## src/inc/spi_port_pkg.sv

```systemverilog
package spi_port_pkg;
  // ----------------------------------------------------------------
  // frame layout
  // ----------------------------------------------------------------
  localparam int ADDR_W     = 8;
  localparam int DATA_W     = 16;
  localparam int FRAME_BITS = ADDR_W + DATA_W;
  localparam int CMD_W      = FRAME_BITS + 1;
  localparam int MEM_WORDS  = 256;
  localparam int FIFO_DEPTH = 8;
  localparam logic [4:0] ADDR_LAST = 5'(ADDR_W - 1);
  localparam logic [4:0] BIT_LAST  = 5'(FRAME_BITS - 1);
  localparam logic [4:0] BIT_DONE  = 5'(FRAME_BITS);
  // read-only measurement counter word
  localparam logic [7:0]  CYCLE_COUNT_ADDR  = 8'h20;
  localparam logic [15:0] CYCLE_COUNT_RESET = 16'h0000;
  // ----------------------------------------------------------------
  // timing
  // ----------------------------------------------------------------
  localparam int CLK_PERIOD_NS      = 20;
  localparam int SCLK_MIN_PERIOD_NS = 1000;
  localparam int HALF_CYCLES =
    (SCLK_MIN_PERIOD_NS / 2 + CLK_PERIOD_NS - 1) / CLK_PERIOD_NS;
  localparam logic [4:0] HALF_LAST = 5'(HALF_CYCLES - 1);
endpackage

```

## src/inc/spi_port_if.sv

```systemverilog
`timescale 1ns/1ps
interface spi_port_if;
  logic monitor_test_enable;
  logic sel_n;
  logic sclk;
  logic mosi;
  logic miso;
  modport device (
    input  monitor_test_enable,
    input  sel_n,
    input  sclk,
    input  mosi,
    output miso
  );
  modport host (
    output monitor_test_enable,
    output sel_n,
    output sclk,
    output mosi,
    input  miso
  );
endinterface

```

## src/cmd_fifo.sv

```systemverilog
`timescale 1ns/1ps
module cmd_fifo #(
  parameter int WIDTH = 25,
  parameter int DEPTH = 8
) (
  input  wire logic             clk_i,       // system clock
  input  wire logic             rst_i,       // sync reset, high
  input  wire logic             in_valid_i,  // write request
  output logic                  in_ready_o,  // not full
  input  wire logic [WIDTH-1:0] in_data_i,   // write word
  output logic                  out_valid_o, // not empty
  input  wire logic             out_ready_i, // pop request
  output logic [WIDTH-1:0]      out_data_o   // head word
);
  localparam int PW = $clog2(DEPTH);

  logic [WIDTH-1:0] mem [DEPTH];
  logic [PW:0]      wr_ptr_reg;
  logic [PW:0]      wr_ptr_next;
  logic [PW:0]      rd_ptr_reg;
  logic [PW:0]      rd_ptr_next;
  logic             full;
  logic             empty;
  logic             push;
  logic             pop;

  // ----------------------------------------------------------------
  // pointers, one extra bit tells full from empty
  // ----------------------------------------------------------------
  always_comb begin
    empty       = (wr_ptr_reg == rd_ptr_reg);
    full        = (wr_ptr_reg[PW] != rd_ptr_reg[PW]) &&
                  (wr_ptr_reg[PW-1:0] == rd_ptr_reg[PW-1:0]);
    push        = in_valid_i && !full;
    pop         = out_ready_i && !empty;
    wr_ptr_next = push ? wr_ptr_reg + 1'b1 : wr_ptr_reg;
    rd_ptr_next = pop ? rd_ptr_reg + 1'b1 : rd_ptr_reg;
  end

  always_ff @(posedge clk_i) begin
    if (rst_i) begin
      wr_ptr_reg <= '0;
      rd_ptr_reg <= '0;
    end else begin
      wr_ptr_reg <= wr_ptr_next;
      rd_ptr_reg <= rd_ptr_next;
    end
  end

  // storage has no reset; empty flag guards stale words
  always_ff @(posedge clk_i) begin
    if (push) begin
      mem[wr_ptr_reg[PW-1:0]] <= in_data_i;
    end
  end

  assign in_ready_o  = !full;
  assign out_valid_o = !empty;
  assign out_data_o  = mem[rd_ptr_reg[PW-1:0]];
endmodule

```

## src/spi_port_host.sv

```systemverilog
`timescale 1ns/1ps
module spi_port_host (
  input  wire logic        clk_i,         // system clock, 50 MHz
  input  wire logic        rst_i,         // sync reset, high
  spi_port_if.host         link,          // serial pins
  input  wire logic        port_enable_i, // request port enable
  input  wire logic        cmd_valid_i,   // command offered
  output logic             cmd_ready_o,   // command queue not full
  input  wire logic        cmd_write_i,   // 1 write, 0 read
  input  wire logic [7:0]  cmd_addr_i,    // serial address
  input  wire logic [15:0] cmd_data_i,    // write word, zero padded
  output logic             rd_valid_o,    // read word pulse
  output logic [15:0]      rd_data_o,     // read word
  output logic             busy_o         // frame in progress
);
  typedef enum logic [2:0] {H_IDLE, H_LEAD, H_HIGH, H_LOW, H_TAIL, H_GAP} host_state_e;

  host_state_e state_reg, state_next;
  logic [4:0]  timer_reg, timer_next;
  logic [4:0]  bit_reg, bit_next;
  logic [23:0] tx_reg, tx_next;
  logic [15:0] rx_reg, rx_next;
  logic        write_reg, write_next;
  logic        sel_n_reg, sel_n_next;
  logic        sclk_reg, sclk_next;
  logic        mosi_reg, mosi_next;
  logic        test_reg, test_next;
  logic        rd_valid_reg, rd_valid_next;
  logic [15:0] rd_data_reg, rd_data_next;
  logic        miso_s1_reg, miso_s2_reg;
  logic        q_valid, q_pop;
  logic [24:0] q_data;
  logic        half_done;

  // commands queue here; a slow link stalls the user via cmd_ready_o
  cmd_fifo #(.WIDTH(spi_port_pkg::CMD_W), .DEPTH(spi_port_pkg::FIFO_DEPTH)) u_fifo (
    .clk_i       (clk_i),
    .rst_i       (rst_i),
    .in_valid_i  (cmd_valid_i),
    .in_ready_o  (cmd_ready_o),
    .in_data_i   ({cmd_write_i, cmd_addr_i, cmd_data_i}),
    .out_valid_o (q_valid),
    .out_ready_i (q_pop),
    .out_data_o  (q_data)
  );

  // ----------------------------------------------------------------
  // frame engine, sclk made by dividing clk_i
  // ----------------------------------------------------------------
  always_comb begin
    state_next    = state_reg;
    timer_next    = timer_reg + 5'h01;
    bit_next      = bit_reg;
    tx_next       = tx_reg;
    rx_next       = rx_reg;
    write_next    = write_reg;
    sel_n_next    = sel_n_reg;
    sclk_next     = sclk_reg;
    mosi_next     = mosi_reg;
    test_next     = test_reg;
    rd_valid_next = 1'b0;
    rd_data_next  = rd_data_reg;
    q_pop         = 1'b0;
    half_done     = (timer_reg == spi_port_pkg::HALF_LAST);
    case (state_reg)
      H_IDLE: begin
        timer_next = 5'h00;
        test_next  = port_enable_i;
        // a frame never opens in the cycle the enable is being dropped
        if (q_valid && test_reg && port_enable_i) begin
          q_pop      = 1'b1;
          write_next = q_data[24];
          // reads send a zero word in the data field
          tx_next    = q_data[24] ? q_data[23:0] : {q_data[23:16], 16'h0000};
          mosi_next  = tx_next[23];
          sel_n_next = 1'b0;
          bit_next   = 5'h00;
          state_next = H_LEAD;
        end
      end
      H_LEAD, H_LOW: begin
        if (half_done) begin
          timer_next = 5'h00;
          sclk_next  = 1'b1;
          state_next = H_HIGH;
        end
      end
      H_HIGH: begin
        if (half_done) begin
          timer_next = 5'h00;
          // the word leads by one rise, so the last high phase carries no bit
          if (bit_reg != spi_port_pkg::BIT_LAST) begin
            rx_next = {rx_reg[14:0], miso_s2_reg};
          end
          sclk_next  = 1'b0;
          if (bit_reg == spi_port_pkg::BIT_LAST) begin
            state_next = H_TAIL;
          end else begin
            bit_next   = bit_reg + 5'h01;
            tx_next    = {tx_reg[22:0], 1'b0};
            mosi_next  = tx_reg[22];
            state_next = H_LOW;
          end
        end
      end
      H_TAIL: begin
        if (half_done) begin
          timer_next    = 5'h00;
          sel_n_next    = 1'b1;
          mosi_next     = 1'b0;
          rd_valid_next = !write_reg;
          rd_data_next  = write_reg ? rd_data_reg : rx_reg;
          state_next    = H_GAP;
        end
      end
      H_GAP: begin
        if (half_done) begin
          state_next = H_IDLE;
        end
      end
      default: begin
        state_next = H_IDLE;
      end
    endcase
  end

  always_ff @(posedge clk_i) begin
    if (rst_i) begin
      state_reg    <= H_IDLE;
      timer_reg    <= 5'h00;
      bit_reg      <= 5'h00;
      tx_reg       <= 24'h000000;
      rx_reg       <= 16'h0000;
      write_reg    <= 1'b0;
      sel_n_reg    <= 1'b1;
      sclk_reg     <= 1'b0;
      mosi_reg     <= 1'b0;
      test_reg     <= 1'b0;
      rd_valid_reg <= 1'b0;
      rd_data_reg  <= 16'h0000;
      miso_s1_reg  <= 1'b0;
      miso_s2_reg  <= 1'b0;
    end else begin
      state_reg    <= state_next;
      timer_reg    <= timer_next;
      bit_reg      <= bit_next;
      tx_reg       <= tx_next;
      rx_reg       <= rx_next;
      write_reg    <= write_next;
      sel_n_reg    <= sel_n_next;
      sclk_reg     <= sclk_next;
      mosi_reg     <= mosi_next;
      test_reg     <= test_next;
      rd_valid_reg <= rd_valid_next;
      rd_data_reg  <= rd_data_next;
      miso_s1_reg  <= link.miso;
      miso_s2_reg  <= miso_s1_reg;
    end
  end

  assign link.monitor_test_enable = test_reg;
  assign link.sel_n               = sel_n_reg;
  assign link.sclk                = sclk_reg;
  assign link.mosi                = mosi_reg;
  assign rd_valid_o               = rd_valid_reg;
  assign rd_data_o                = rd_data_reg;
  assign busy_o                   = !sel_n_reg;
endmodule

```

## src/flat_wrapper.sv

```systemverilog
// flat-port wrapper written by rule: the top's interface ports become plain ports
module spi_port_host_flat 
  (clk_i, rst_i, port_enable_i, cmd_valid_i, cmd_ready_o, cmd_write_i, cmd_addr_i, cmd_data_i, rd_valid_o, rd_data_o, busy_o, link_monitor_test_enable, link_sel_n, link_sclk, link_mosi, link_miso);
  spi_port_if link_i ();
  input  wire logic clk_i;
  input  wire logic rst_i;
  input  wire logic port_enable_i;
  input  wire logic cmd_valid_i;
  output logic cmd_ready_o;
  input  wire logic cmd_write_i;
  input  wire logic [7:0] cmd_addr_i;
  input  wire logic [15:0] cmd_data_i;
  output logic rd_valid_o;
  output logic [15:0] rd_data_o;
  output logic busy_o;
  output wire logic [$bits(link_i.monitor_test_enable)-1:0] link_monitor_test_enable;
  output wire logic [$bits(link_i.sel_n)-1:0] link_sel_n;
  output wire logic [$bits(link_i.sclk)-1:0] link_sclk;
  output wire logic [$bits(link_i.mosi)-1:0] link_mosi;
  input wire logic [$bits(link_i.miso)-1:0] link_miso;
  assign link_monitor_test_enable = link_i.monitor_test_enable;
  assign link_sel_n = link_i.sel_n;
  assign link_sclk = link_i.sclk;
  assign link_mosi = link_i.mosi;
  assign link_i.miso = link_miso;
  spi_port_host u_core (.clk_i(clk_i), .rst_i(rst_i), .link(link_i), .port_enable_i(port_enable_i), .cmd_valid_i(cmd_valid_i), .cmd_ready_o(cmd_ready_o), .cmd_write_i(cmd_write_i), .cmd_addr_i(cmd_addr_i), .cmd_data_i(cmd_data_i), .rd_valid_o(rd_valid_o), .rd_data_o(rd_data_o), .busy_o(busy_o));
endmodule
```

## config.mk

```make
export PLATFORM = sky130hd
export DESIGN_NAME = spi_port_host_flat
export DESIGN_NICKNAME = d
export VERILOG_FILES = /design/src/inc/spi_port_pkg.sv /design/src/inc/spi_port_if.sv /design/src/cmd_fifo.sv /design/src/spi_port_host.sv /design/src/flat_wrapper.sv
export SDC_FILE = /design/constraint.sdc
export NUM_CORES = 1
export LEC_CHECK = 0
export ABC_AREA = 1
export BUFFER_PORTS_ARGS = -buffer_cell sky130_fd_sc_hd__buf_2
export CORE_ASPECT_RATIO = 2
export CORE_MARGIN = 5
export CORE_UTILIZATION = 34
export CTS_BUF_LIST = sky130_fd_sc_hd__clkbuf_4 sky130_fd_sc_hd__clkbuf_8
export DETAILED_ROUTE_END_ITERATION = 6
export PLACE_DENSITY = 0.55
export SLEW_MARGIN = 20
export SYNTH_ARGS = -nofsm -noshare
export SYNTH_HDL_FRONTEND = slang
export SYNTH_SLANG_ARGS = --single-unit
```

## constraint.sdc

```tcl
create_clock -name clk_i -period 3.5 [get_ports clk_i]
set_input_delay 0.525 -clock clk_i [delete_from_list [all_inputs] [get_ports clk_i]]
set_output_delay 0.525 -clock clk_i [all_outputs]
set_load 0.02 [all_outputs]
```

==> flow_metrics.env <==
export IMPL_synth_edf_count=200
export IMPL_p_leak_nw=5.14
export IMPL_tns_ns=0
export IMPL_route_layer_met1_wl_um=10100
export IMPL_slew_viol_final=0
export IMPL_postSynthAreaPerCell_um2=9.83
export IMPL_synthArstFlopShare_pct=0
export IMPL_syn_area_um2=11800
export IMPL_reg2reg_slack_ns=1.10
export IMPL_synthFlopType="edfxtp_1"
export IMPL_netlist_instances=1198
export IMPL_report_final_hold_viol_count=0
export IMPL_synthTopCellsByCount="357 x nand2_1, 200 x edfxtp_1, 122 x nor2_1"
export IMPL_fp_dieW_um=142
export IMPL_cts_setup_buffers=0
export IMPL_dp_slack_ns=1.09
export IMPL_synth_distinct_cells=35
export IMPL_outcome="complete, no violations"
export IMPL_synth_top_area_cell="edfxtp_1"
export IMPL_yosys_warnings=0
export IMPL_combPwrFrac_pct=19.8
export IMPL_avgViaCountPerCell=4.72
export IMPL_highest_layer="met4"
export IMPL_hold_buffers=0
export IMPL_yosysTopAreaCellShare_pct=51.0
export IMPL_fmax_ghz=0.417
export IMPL_grt_pass1_wl_um=43700
export IMPL_fin_hold_ws_ns=0.186
export IMPL_clk_pin_slew_worst_paths_ns=0.07
export IMPL_peakVddDrop_uv=283
export IMPL_track_usage_pct=14.4
export IMPL_final_nets=1283
export IMPL_cts_buffers=40
export IMPL_cts_root_buf="clkbuf_8"
export IMPL_pwr_density_cell_nw_per_um2=607
export IMPL_vias=8090
export IMPL_cts_htree_levels=2
export IMPL_min_delay_path_depth=3
export IMPL_yosysMostFrequentCell="nand2_1"
export IMPL_wire_per_inst_um=16.1
export IMPL_worst_pin_slew_ns=0.846
export IMPL_die_area_um2=38700
export IMPL_area_delta_synth_final_pct=11.8
export IMPL_port_buffers=52
export IMPL_period_share_pct=68.6
export IMPL_layout_setup_ws_ns=1.10
export IMPL_largest_register_ff_count=200
export IMPL_finish_utilization_pct=38.4
export IMPL_core_rowCount=96
export IMPL_clockBufferDepth=3
export IMPL_gp_congestion=0.724
export IMPL_yosys_top_cells_area="edfxtp_1 51%, dfxtp_1 15%, nand2_1 11%"
export IMPL_p_clk_share_pct=30.7
export IMPL_first_pass_iters=5
export IMPL_critPathLaunch="u_core.state_reg[2]"
export IMPL_switchingPower_mw=2.45
export IMPL_critPathArrivalTime_ns=2.82
export IMPL_antenna_found_initial=2
export IMPL_dp_hpwl_um=16000
export IMPL_power_frac_seq_pct=49.5
export IMPL_grt_max_degree=101
export IMPL_rsz0062_at_grt="no"
export IMPL_min_from="link_miso"
export IMPL_io_pins=53
export IMPL_switching_share_pct=30.7
export IMPL_relSlewSlack_pct=43.4
export IMPL_ant_nets=0
export IMPL_startpoint_type="flip-flop"
export IMPL_drive_above_1_share_pct=12.3
export IMPL_initialDrtViolationCount=370
export IMPL_cts_sinks=287
export IMPL_cellInternalPower_mw=5.54
export IMPL_crit_path_end_kind="flip-flop"
export IMPL_drc_errors=0
export IMPL_maxCapViolCount=0
export IMPL_synth_nets=1233
export IMPL_required_ns=3.92
export IMPL_grt_pass1_vias=8069
export IMPL_met2_length_um=15300
export IMPL_skew_ns=0.0150
export IMPL_worstSetupPathType="flip-flop to flip-flop"
export IMPL_yosys_register_bits=287
export IMPL_r2r_start="u_core.state_reg[2]"
export IMPL_min_period_ns=2.40
export IMPL_die_h_um=273
export IMPL_reg2regPathDepth=6
export IMPL_cts_tree="yes"
export IMPL_setup_viol_count_final=0
export IMPL_start_util_pct=34.4
export IMPL_critPathMaxFanout=34
export IMPL_hold_path_class="input pin to flip-flop"
export IMPL_core_area_um2=34200
export IMPL_fillCellCount=3391
export IMPL_wl_met3_um=1060
export IMPL_grt_ovfl_total=0
export IMPL_finalWirelength_um=27600
export IMPL_seq_area_frac_synth_pct=65.8
export IMPL_r2r_end="u_core.rx_reg[10]"
export IMPL_clk_latency_ns=0.57
export IMPL_cts_resized=0
export IMPL_min_to="u_core.miso_s1_reg"
## layout by cell type, fill, tap and decap left out, drive strengths merged
cell type,Yosys,layout
a21oi,55,55
buf,44,70
clkbuf,18,50
clkinv,1,17
dfxtp,87,87
diode,0,1
edfxtp,200,200
ha,5,5
inv,81,82
nand2,361,361
nand3,69,69
nand3b,2,2
nand4,6,6
nor2,123,123
nor3,7,7
nor3b,2,2
o211ai,4,4
o21ai,124,124
o21bai,1,1
o22ai,2,2
o31ai,1,1
xnor2,1,1
xor2,4,4
## metal layers
metal	global-route usage [%]	up-vias
li1	-	4083
met1	14.8	3804
met2	27.5	148
met3	2.31	55
met4	7.38	0
met5	0	-
## power groups by stage
stage	logic, mW	registers (mW)	clock network [mW]
finish	1.58	3.96	2.46
global route	1.82	3.98	2.69
CTS	1.61	3.96	2.56
detailed placement	1.60	4.03	0
global placement	1.58	4.02	0
floorplan	1.29	4.02	0
## layout make-up
class                      count  area [um^2]  area share, %
sequential                   287         7750           58.9
inverter                      82          310           2.36
clock buffer                  50          644           4.90
clock inverter                17         85.1          0.647
tap                          441          552           4.19
multi-input combinational    767         3400           25.8
timing repair buffer          70          420           3.19
antenna                        1         2.50         0.0190
## cell families after synthesis
kind of cell / Yosys count / share of synthesized area [%]
XOR/XNOR: 5 / 0.372
buffers and inverters: 144 / 5.53
adder cells (fa/ha/maj): 5 / 0.531
flip-flops: 287 / 65.8
AND/OR/NAND/NOR: 570 / 19.6
AO/OA/AOI/OAI: 187 / 8.13
## worst max-delay path, stage by stage (launching register included)
cell     delay [ns]
dfxtp_1        0.37
nor2_1         0.18
nand2_2        0.40
nor2_1         0.32
nand2_1        0.54
o21ai_0        0.37
a21oi_1        0.06
## stage by stage
step / area [um^2] / total power [mW] / cells
floorplan: 11800 / 5.31 / 1198
global placement: 12400 / 5.60 / 1647
detailed placement: 12400 / 5.63 / 1647
CTS: 13200 / 8.13 / 1714
global route: 13200 / 8.49 / 1715
finish: 13200 / 7.99 / 1715
## worst max path at each step
stage	end	depth (start not counted)
final	u_core.rx_reg[10]	6
after global routing	u_core.rx_reg[7]	6
after CTS	u_core.rx_reg[10]	6
after detailed placement	u_core.rx_reg[10]	6
after global placement	u_core.rx_reg[8]	6
after floorplan	u_core.u_fifo.mem[6][0]	7
Note: power is estimated with default switching activity, not from simulation.
